$ cat src/eic_pkg.sv
// package for the energy integration control block
`default_nettype none
package eic_pkg;
  localparam int unsigned CLK_HZ        = 50_000_000;
  localparam int unsigned TICK_NS       = 1_000_000_000;
  localparam int unsigned TICK_CYC      = TICK_NS / (1_000_000_000 / CLK_HZ);
  localparam int unsigned TIME_W        = 26;
  localparam logic [25:0] TIME_MAX_S    = 26'(10000 * 3600);
  localparam logic [25:0] TIMER_RST     = 26'h0;
  localparam int unsigned ACC_W         = 32;
  localparam logic signed [31:0] ACC_CEIL  = 32'sd999999;
  localparam logic signed [31:0] ACC_FLOOR = -32'sd99999;
  localparam logic [3:0]  ERR_CODE      = 4'h1;
  localparam logic        MODE_RST      = 1'b0;

  typedef enum logic [0:0] {
    EIC_MODE_NORMAL = 1'b0,
    EIC_MODE_REPEAT = 1'b1
  } eic_mode_e;

  typedef enum logic [2:0] {
    EIC_ST_RESET = 3'b001,
    EIC_ST_RUN   = 3'b010,
    EIC_ST_STOP  = 3'b100
  } eic_state_e;

  typedef enum logic [1:0] {
    EIC_FMT_HMS = 2'h0,
    EIC_FMT_HM  = 2'h1,
    EIC_FMT_H   = 2'h2
  } eic_fmt_e;

  // formatted upper readout
  typedef struct packed {
    eic_fmt_e    fmt;
    logic [13:0] hours;
    logic [5:0]  minutes;
    logic [5:0]  seconds;
    logic        dashes;
  } eic_time_disp_s;

  // lower readout
  typedef struct packed {
    logic signed [31:0] value;
    logic [1:0]         prefix;
    logic               dashes;
  } eic_val_disp_s;

  typedef struct packed {
    logic start;
    logic stop;
    logic reset;
    logic hold;
    logic single;
  } eic_cmd_s;
endpackage
`default_nettype wire

$ cat src/eic_core.sv
// energy integration control: modes, commands, hold, overflow, lamps
// Summary of operation
// - mode setting normal or repeating, reset normal
// - normal with zero timer runs manual
// - normal with nonzero timer stops on expiry
// - timer range zero to 10000 hours
// - repeating with zero timer: error, no start
// - start lights start lamp, accumulates, shows
// - stop halts, start lamp off, stop on
// - reset restores values, lamp off, dashes
// - reset accepted only when stopped
// - hold freezes outputs, update pulses continue
// - hold release shows present values
// - single under hold refreshes then holds
// - stop keeps values of last update
// - value ceiling or floor stops integration
// - 10000 hours elapsed stops integration
// - overflow lights both lamps
// - time format steps by magnitude
// - time fits six-digit readout
// - value counts and prefix scaling
// - start under hold keeps held outputs
// - stop under hold presents stop results later
// - time readout has no element indication
// - repeating mode clears and restarts on expiry
// - power return: stopped, both lamps, reset needed
`default_nettype none
module eic_core #(
  parameter int unsigned TICK_CYCLES = eic_pkg::TICK_CYC
) (
  input  wire logic                    clock_in,
  input  wire logic                    srst_in,
  input  wire logic                    ce_in,
  input  wire logic                    power_restored_in,
  input  wire logic                    mode_in,
  input  wire logic [25:0]             timer_in,
  input  wire logic                    timer_wr_in,
  input  wire logic                    mode_wr_in,
  input  wire eic_pkg::eic_cmd_s       cmd_in,
  input  wire logic                    update_in,
  input  wire logic signed [31:0]      sample_in,
  input  wire logic                    element_key_in,
  output var  logic                    start_lamp_out,
  output var  logic                    stop_lamp_out,
  output var  logic                    update_led_out,
  output var  logic [3:0]              error_out,
  output var  logic                    integrating_out,
  output var  eic_pkg::eic_val_disp_s  value_out,
  output var  eic_pkg::eic_time_disp_s time_out,
  output var  logic                    element_shown_out,
  output var  logic signed [31:0]      comm_value_out,
  output var  logic [25:0]             comm_time_out
);
  typedef struct packed {
    eic_pkg::eic_state_e state;
    logic                mode;
    logic [25:0]         timer;
    logic [25:0]         tick_cnt;
    logic [25:0]         elapsed;
    logic signed [31:0]  acc;
    logic signed [31:0]  shown_acc;
    logic [25:0]         shown_time;
    logic signed [31:0]  out_acc;
    logic [25:0]         out_time;
    logic                held;
    logic                dashes;
    logic                start_lamp;
    logic                stop_lamp;
    logic                update_led;
    logic [3:0]          error;
    logic                element_shown;
  } eic_core_state_s;

  eic_core_state_s             st_q;
  eic_core_state_s             st_d;
  logic                        pwr_meta_q;
  logic                        pwr_sync_q;
  logic                        pwr_seen_q;
  logic                        tick;
  logic                        expire;
  logic signed [31:0]          acc_next;
  logic                        ovf;
  eic_pkg::eic_time_disp_s     fmt_disp;

  // power-return flag comes from outside the clock domain
  always_ff @(posedge clock_in) begin
    if (srst_in) begin
      pwr_meta_q <= 1'b0;
      pwr_sync_q <= 1'b0;
      pwr_seen_q <= 1'b0;
    end else if (ce_in) begin
      pwr_meta_q <= power_restored_in;
      pwr_sync_q <= pwr_meta_q;
      pwr_seen_q <= pwr_sync_q;
    end
  end

  assign tick = (st_q.state == eic_pkg::EIC_ST_RUN) && (st_q.tick_cnt == 26'(TICK_CYCLES - 1));
  assign expire = tick && (st_q.timer != 26'h0) && (26'(st_q.elapsed + 26'd1) == st_q.timer);
  assign acc_next = st_q.acc + sample_in;
  assign ovf = (acc_next >= eic_pkg::ACC_CEIL) || (acc_next <= eic_pkg::ACC_FLOOR);

  always_comb begin
    st_d = st_q;
    st_d.update_led = 1'b0;
    st_d.error = 4'h0;
    // element shown only off the time readout
    st_d.element_shown = 1'b0;
    if (st_q.state == eic_pkg::EIC_ST_RESET) begin
      if (mode_wr_in) begin
        st_d.mode = mode_in;
      end
      if (timer_wr_in) begin
        st_d.timer = (timer_in > eic_pkg::TIME_MAX_S) ? eic_pkg::TIME_MAX_S : timer_in;
      end
    end
    unique case (st_q.state)
      eic_pkg::EIC_ST_RESET: begin
        if (cmd_in.start) begin
          if (st_q.mode == eic_pkg::EIC_MODE_REPEAT && st_q.timer == 26'h0) begin
            st_d.error = eic_pkg::ERR_CODE;
          end else begin
            st_d.state = eic_pkg::EIC_ST_RUN;
            st_d.start_lamp = 1'b1;
            st_d.stop_lamp = 1'b0;
            st_d.tick_cnt = 26'h0;
            st_d.dashes = 1'b0;
          end
        end
      end
      eic_pkg::EIC_ST_RUN: begin
        st_d.tick_cnt = tick ? 26'h0 : 26'(st_q.tick_cnt + 26'd1);
        if (tick) begin
          st_d.elapsed = 26'(st_q.elapsed + 26'd1);
        end
        if (update_in) begin
          // update indicator pulses even when held
          st_d.update_led = 1'b1;
          st_d.acc = ovf ? ((acc_next >= eic_pkg::ACC_CEIL) ? eic_pkg::ACC_CEIL : eic_pkg::ACC_FLOOR) : acc_next;
          st_d.shown_acc = st_d.acc;
          st_d.shown_time = st_d.elapsed;
        end
        if (cmd_in.stop) begin
          // stop, roll back to last update
          st_d.state = eic_pkg::EIC_ST_STOP;
          st_d.start_lamp = 1'b0;
          st_d.stop_lamp = 1'b1;
          st_d.acc = st_q.shown_acc;
          st_d.elapsed = st_q.shown_time;
        end else if ((update_in && ovf) || (tick && 26'(st_q.elapsed + 26'd1) >= eic_pkg::TIME_MAX_S)) begin
          // overflow or time limit; both lamps on
          st_d.state = eic_pkg::EIC_ST_STOP;
          st_d.start_lamp = 1'b1;
          st_d.stop_lamp = 1'b1;
          st_d.shown_time = st_d.elapsed;
          st_d.shown_acc = st_d.acc;
        end else if (expire) begin
          if (st_q.mode == eic_pkg::EIC_MODE_REPEAT) begin
            st_d.acc = 32'sh0;
            st_d.elapsed = 26'h0;
            st_d.shown_acc = 32'sh0;
            st_d.shown_time = 26'h0;
          end else begin
            st_d.state = eic_pkg::EIC_ST_STOP;
            st_d.start_lamp = 1'b0;
            st_d.stop_lamp = 1'b1;
            st_d.shown_time = st_d.elapsed;
          end
        end
      end
      eic_pkg::EIC_ST_STOP: begin
        if (cmd_in.reset) begin
          // reset to pre-start values; only here
          st_d.state = eic_pkg::EIC_ST_RESET;
          st_d.acc = 32'sh0;
          st_d.elapsed = 26'h0;
          st_d.shown_acc = 32'sh0;
          st_d.shown_time = 26'h0;
          st_d.start_lamp = 1'b0;
          st_d.stop_lamp = 1'b0;
          st_d.dashes = 1'b1;
        end else if (cmd_in.start && !(st_q.start_lamp && st_q.stop_lamp)) begin
          // after overflow or power return a reset is needed
          st_d.state = eic_pkg::EIC_ST_RUN;
          st_d.start_lamp = 1'b1;
          st_d.stop_lamp = 1'b0;
          st_d.tick_cnt = 26'h0;
        end
      end
      default: begin
        st_d.state = eic_pkg::EIC_ST_RESET;
      end
    endcase
    // power return forces stopped with both lamps
    if (pwr_sync_q && !pwr_seen_q) begin
      st_d.state = eic_pkg::EIC_ST_STOP;
      st_d.start_lamp = 1'b1;
      st_d.stop_lamp = 1'b1;
    end
    if (cmd_in.hold) begin
      st_d.held = !st_q.held;
    end
    if (!st_q.held || cmd_in.hold || cmd_in.single) begin
      st_d.out_acc = st_d.shown_acc;
      st_d.out_time = st_d.shown_time;
    end
  end

  always_ff @(posedge clock_in) begin
    if (srst_in) begin
      st_q <= '0;
      st_q.state <= eic_pkg::EIC_ST_RESET;
      st_q.mode <= eic_pkg::MODE_RST;
      st_q.timer <= eic_pkg::TIMER_RST;
      st_q.dashes <= 1'b1;
    end else if (ce_in) begin
      st_q <= st_d;
    end
  end

  // time fields for the six-digit readout
  eic_time_fmt u_fmt (
    .clock_in   (clock_in),
    .srst_in    (srst_in),
    .ce_in      (ce_in),
    .seconds_in (st_q.out_time),
    .disp_out   (fmt_disp)
  );

  logic [1:0] prefix_q;
  logic       dash_q;
  logic       elem_unused;
  assign elem_unused = element_key_in;

  // prefix grows with magnitude: 0 milli, 1 unit, 2 kilo, 3 mega
  always_ff @(posedge clock_in) begin
    if (srst_in) begin
      prefix_q <= 2'h0;
      dash_q <= 1'b1;
    end else if (ce_in) begin
      dash_q <= st_q.dashes;
      if (st_q.out_acc > 32'sd99999 || st_q.out_acc < -32'sd99999) begin
        prefix_q <= 2'h3;
      end else if (st_q.out_acc > 32'sd9999 || st_q.out_acc < -32'sd9999) begin
        prefix_q <= 2'h2;
      end else if (st_q.out_acc > 32'sd999 || st_q.out_acc < -32'sd999) begin
        prefix_q <= 2'h1;
      end else begin
        prefix_q <= 2'h0;
      end
    end
  end

  always_comb begin
    time_out = fmt_disp;
    time_out.dashes = dash_q;
  end

  assign start_lamp_out    = st_q.start_lamp;
  assign stop_lamp_out     = st_q.stop_lamp;
  assign update_led_out    = st_q.update_led;
  assign error_out         = st_q.error;
  assign integrating_out   = (st_q.state == eic_pkg::EIC_ST_RUN);
  assign element_shown_out = st_q.element_shown;
  assign comm_value_out    = st_q.out_acc;
  assign comm_time_out     = st_q.out_time;
  assign value_out         = '{value: st_q.out_acc, prefix: prefix_q, dashes: dash_q};
endmodule
`default_nettype wire

$ cat src/eic_time_fmt.sv
// elapsed seconds to six-digit readout fields
`default_nettype none
module eic_time_fmt (
  input  wire logic                    clock_in,
  input  wire logic                    srst_in,
  input  wire logic                    ce_in,
  input  wire logic [25:0]             seconds_in,
  output var  eic_pkg::eic_time_disp_s disp_out
);
  typedef struct packed {
    eic_pkg::eic_time_disp_s disp;
  } eic_fmt_state_s;

  eic_fmt_state_s st_q;
  eic_fmt_state_s st_d;
  logic [25:0]    mins;

  always_comb begin
    st_d = st_q;
    mins = seconds_in / 26'd60;
    st_d.disp.dashes  = 1'b0;
    st_d.disp.hours   = 14'(seconds_in / 26'd3600);
    st_d.disp.minutes = 6'(mins % 26'd60);
    st_d.disp.seconds = 6'(seconds_in % 26'd60);
    if (seconds_in >= eic_pkg::TIME_MAX_S) begin
      st_d.disp.fmt = eic_pkg::EIC_FMT_H;
    end else if (seconds_in >= 26'd360000) begin
      st_d.disp.fmt = eic_pkg::EIC_FMT_HM;
    end else begin
      st_d.disp.fmt = eic_pkg::EIC_FMT_HMS;
    end
  end

  always_ff @(posedge clock_in) begin
    if (srst_in) begin
      st_q <= '0;
    end else if (ce_in) begin
      st_q <= st_d;
    end
  end

  assign disp_out = st_q.disp;
endmodule
`default_nettype wire

$ cat config.mk
export PLATFORM = sky130hd
export DESIGN_NAME = eic_core
export DESIGN_NICKNAME = d
export VERILOG_FILES = /design/src/eic_pkg.sv /design/src/eic_core.sv /design/src/eic_time_fmt.sv
export SDC_FILE = /design/constraint.sdc
export NUM_CORES = 1
export LEC_CHECK = 0
export ABC_AREA = 1
export BUFFER_PORTS_ARGS = -buffer_cell sky130_fd_sc_hd__buf_2
export CAP_MARGIN = 20
export CORE_MARGIN = 2
export CORE_UTILIZATION = 60
export CTS_CLUSTER_DIAMETER = 100
export CTS_CLUSTER_SIZE = 14
export DETAILED_ROUTE_END_ITERATION = 16
export PLACE_DENSITY = 0.83
export SKIP_LAST_GASP = 1
export SLEW_MARGIN = 15
export SYNTH_ARGS = -nofsm -noshare
export SYNTH_HDL_FRONTEND = slang
export SYNTH_HIERARCHICAL = 1
export SYNTH_SLANG_ARGS = --single-unit
$ cat constraint.sdc
create_clock -name clock_in -period 13.4 [get_ports clock_in]
set_clock_uncertainty 0.2 [all_clocks]
set_input_delay 1.34 -clock clock_in [delete_from_list [all_inputs] [get_ports clock_in]]
set_output_delay 1.34 -clock clock_in [all_outputs]
set_load 0.01 [all_outputs]
=== After elaboration in Yosys (flattened, before gate mapping) ===
Cells that the tools add are included.

* Output and inout bits: 131
* Bits in registers: 273
* Input port bits: 72
* Word-level logic and storage cells: 143

* Multiplexer cells: 50
* Divide/modulo/power cells: 4
* Order comparisons: 12
* Reduce and logical (&&, ||, !) cells: 34
* Add/sub/neg operators: 3
* Eq/ne operators: 15

{| class="wikitable"
|+ Operators with widths
! operator !! number
|-
| 2-to-1 mux 116 bit || 2
|-
| 2-to-1 mux 58 bit || 4
|-
| case mux 116 bit (2 select lines) || 1
|-
| 2-to-1 mux 26 bit || 8
|-
| 2-to-1 mux 90 bit || 2
|-
| case mux 26 bit (3 select lines) || 1
|-
| 2-to-1 mux 32 bit || 2
|-
| adder 26 x 1 -> 26 bit (second input constant) || 2
|-
| greater-or-equal comparator 26 bit (second input constant) || 2
|-
| remainder unit 26 x 6 -> 26 bit (second input constant) || 2
|-
| adder 32 bit || 1
|-
| greater-or-equal comparator 32 x 21 -> 1 bit (second input constant) || 1
|-
| > comparator 32 x 11 -> 1 bit (second input constant) || 1
|-
| > comparator 32 x 15 -> 1 bit (second input constant) || 1
|-
| > comparator 32 x 18 -> 1 bit (second input constant) || 1
|-
| less-or-equal comparator 32 x 18 -> 1 bit (second input constant) || 1
|-
| less-than comparator 32 x 11 -> 1 bit (second input constant) || 1
|-
| less-than comparator 32 x 15 -> 1 bit (second input constant) || 1
|-
| less-than comparator 32 x 18 -> 1 bit (second input constant) || 1
|-
| 2-to-1 mux 3 bit || 9
|-
| divider 26 x 12 -> 26 bit (second input constant) || 1
|-
| divider 26 x 6 -> 26 bit (second input constant) || 1
|-
| == test 26 bit || 1
|-
| == test 26 bit (second input constant) || 1
|-
| other kinds (29) || 70
|}

=== Logic depth before layout (Yosys ltp) ===
* Word-level depth: 10
* Mapped depth: 98
* Depth with buffers taken out: 97

=== Hierarchy ===
The synthesis kept the hierarchy.

{| class="wikitable"
|+ By module, submodules not included
! module !! cells each !! area each (µm²) !! sequential area each (µm²) !! instances
|-
| eic_core || 3546 || 19939.1 || 4844.6 || 1
|-
| eic_time_fmt || 1330 || 7553.5 || 560.5 || 1
|}

=== Least setup slack after synthesis ===
Ideal clock, no wire load.

* Kind: flip-flop to flip-flop
* Start point: register st_q, in the netlist comm_time_out[22]
* End point: register u_fmt.st_q, in the netlist u_fmt/disp_out[9]
* Clock period less this slack: 8621 ps
* Data arrival time: 8308 ps
* Data required time: 13087 ps
* Setup time: 113 ps
* Path buffers: 3
* Stages on the path, launching flop included: 89
* Setup slack: 4779 ps
* Cells stage by stage: dfxtp_1 > buf_6 > nor2_1 > nand3_1 > nand2_2 > inv_2 > nand2_2 > nand2_4 > nor3_2 > inv_1 > nor2_2 > inv_2 > nand2_4 > nand2_4 > nand4_1 > nand2_2 > nor3_1 > nand2_2 > (+53 left out) > nor2_1 > o21ai_1 > nand2_1 > nor2_4 > nand3_2 > nand2_4 > nand2_1 > nand2_1 > inv_1 > ha_1 > inv_1 > nor2_2 > nand2_4 > nand2_2 > nand2_1 > nand2_1 > o21ai_1 > inv_1

* Word-level cells in the longest chain between the ends: 2

{| class="wikitable"
|+ Ends and longest elaborated chain
! what !! line !! RTL
|-
| from (decl) || eic_core.sv:74 || <nowiki>eic_core_state_s st_q;</nowiki>
|-
| from (signal assigned) || eic_core.sv:217 || <nowiki>st_q <= st_d;</nowiki>
|-
| divider 26 x 6 -> 26 bit || eic_time_fmt.sv:20 || <nowiki>mins = seconds_in / 26'd60;</nowiki>
|-
| remainder unit 26 x 6 -> 26 bit || eic_time_fmt.sv:23 || <nowiki>st_d.disp.minutes = 6'(mins % 26'd60);</nowiki>
|-
| to (signal assigned) || eic_time_fmt.sv:38 || <nowiki>st_q <= st_d;</nowiki>
|-
| to (decl) || eic_time_fmt.sv:14 || <nowiki>eic_fmt_state_s st_q;</nowiki>
|}

Every way passes these cells.
A chain may end at the register's enable or synchronous reset.

=== Final worst setup path ===
* Start point: register st_q, in the netlist comm_time_out[21]
* End point: register u_fmt.st_q, in the netlist u_fmt/disp_out[9]

The elaborated chain is that of the path after synthesis.

==> results.yml <==
outcome:
  status: "finished, final reports clean"
setup_path:
  worstSetupPathType: "flip-flop to flip-flop"
  cp_common_cell: "nand2_2"
  arrival_ps: 10670
  slowest_stage: "dfxtp_1"
  path_delay_family: "simple AND/OR/NAND/NOR gates"
  critPathMaxStageDelay_ps: 580
  critPathLaunchType: "flip-flop"
  cp_num_buf_inv: 8
  worst_setup_path_end_kind: "flip-flop"
  cp.required_ps: 13660
  path_max_fanout: 13
sta:
  timing.hold.ws_ps: 264
  hold_viol: 0
  max_freq_mhz: 96.1
  fin_crit_sh_pct: 77.7
  layout_setup_ws_ps: 2990
  min_period_ps: 10410
  slew_viol_final: 0
  tightest_slew_ps: 999
  slew_headroom_pct: 33.4
  fin_tns_setup_ps: 0
  setup_viol: 0
  rsz0062_at_grt: "no"
yosys:
  netlist_area_mm2: 0.0275
  yosysWarningCount: 6
  syn_inst: 4874
  syn-mean-instance-area_um2: 5.64
grt:
  grt_pass1_vias: 26500
  grt_use_total_pct: 32.4
  antenna_found_initial: 1
  grt_pass1_wl_mm: 129
  grt_max_degree: 93
  grt_overflow: 0
layout:
  antenna_cells: 0
  final_layout_size_suffix_gt1_share_pct: 12.1
  syn2layout_area_growth_pct: 3.42
  multiInputGateArea_mm2: 0.0176
  ff_latch_area_mm2: 0.00541
  fin_cells: 5451
  nets: 4955
  nFillCells: 4591
drt:
  viasPerCell: 5.53
  vias: 30200
  drc: 0
  dr.pass1.iters: 6
  ant_nets: 0
  wl_mm: 79.6
  wl_per_cell_um: 14.6
  initialDrtViolationCount: 3121
floorplanning:
  die_y_um: 218
  io_pins: 203
  core_area_mm2: 0.0453
  initial_core_util_pct: 60.7
  die_x_um: 218
  dieArea_mm2: 0.0475
  rows: 78
clocking:
  cts_resized: 0
  post_cts_buffers: 0
  numCtsBuffers: 24
  ctsHoldBuffers: 0
  path_clk_slew_ps: 70
  cts_root_buf: "clkbuf_16"
  cts.sinks: 270
  cts_tree: "built"
  worst_skew_pair.late_latency_ps: 570
  cts_max_level: 1
  clock_path_buffers: 3
placed_design:
  placedCellCount: 5421
  io_buffers: 197
  dp_worst_setup_slack_ps: 3260
  dpl.hpwl_mm: 58.0
  gp_congestion: 0.966
hold_path:
  hold_class: "flip-flop to flip-flop"
run:
  drv_cap: 0
path summary, 6_finish.rpt:
path | startpoint | to | slack [ps] | cells past startpoint
hold / removal | u_fmt/disp_out[10] | u_fmt/disp_out[10] | 260 | 2
hold reg to reg | u_fmt/disp_out[10] | u_fmt/disp_out[10] | 260 | 2
setup reg to reg | comm_time_out[21] | u_fmt/disp_out[9] | 2990 | 84
setup / recovery | comm_time_out[21] | u_fmt/disp_out[9] | 2990 | 84
state kept, by name (all words and copies together), names as in the netlist:
name            cells
stop_lamp_out       1
st_q              174
pwr_seen_q          1
pwr_meta_q          1
start_lamp_out      1
error_out           1
update_led_out      1
pwr_sync_q          1
dash_q              1
prefix_q            2
comm_time_out      26
comm_value_out     32
u_fmt/disp_out     28
area by class of cell:
| cell class | count | area share, % |
|---|---|---|
| well taps | 600 | 2.64 |
| multi-input cells | 3587 | 62.0 |
| clock inverters | 5 | 0.176 |
| clock buffers | 25 | 2.16 |
| repair buffers | 217 | 4.01 |
| inverters | 747 | 9.95 |
| flip-flops and latches | 270 | 19.0 |
per-layer routing:
| metal | global-route usage (%) | share of wire (%) | up-vias |
|---|---|---|---|
| met1 | 45.1 | 45 | 13400 |
| met2 | 52.3 | 44 | 1265 |
| met5 | 0 | 0 | - |
| met3 | 4.34 | 9.1 | 136 |
| li1 | - | - | 15300 |
| met4 | 9.02 | 2.1 | 0 |
cell usage in the layout (no fill, tap or decap), types with 36 or more instances in the layout:
cell     count
nand2_2    101
a21oi_1    209
xor2_1      36
inv_1      684
o21ai_0    236
nor3_1      48
nand4_1    102
buf_2      195
o21ai_1    101
inv_2       44
nand2_4     43
dfxtp_1    270
nand3_1    466
nand2_1   1568
nor2_1     348
worst register-to-register path: cells and delay by family, from the launching register on:
kind | cells | cell delay [ps]
compound gates | 8 | 1430
xor+xnor | 1 | 210
fa+ha+maj | 1 | 210
buf+inv | 8 | 730
flops | 1 | 580
simple gates | 66 | 6920
through the flow:
step	area, µm²	utilization, %
6_report	28400	62.8
5_1_grt	28400	62.8
4_1_cts	28400	62.8
3_5_place_dp	27800	61.3
3_3_place_gp	27800	61.3
2_1_floorplan	27500	-
Power is not shown: default switching activity piles up to over one toggle a cycle in this logic, so the estimate is an artifact.
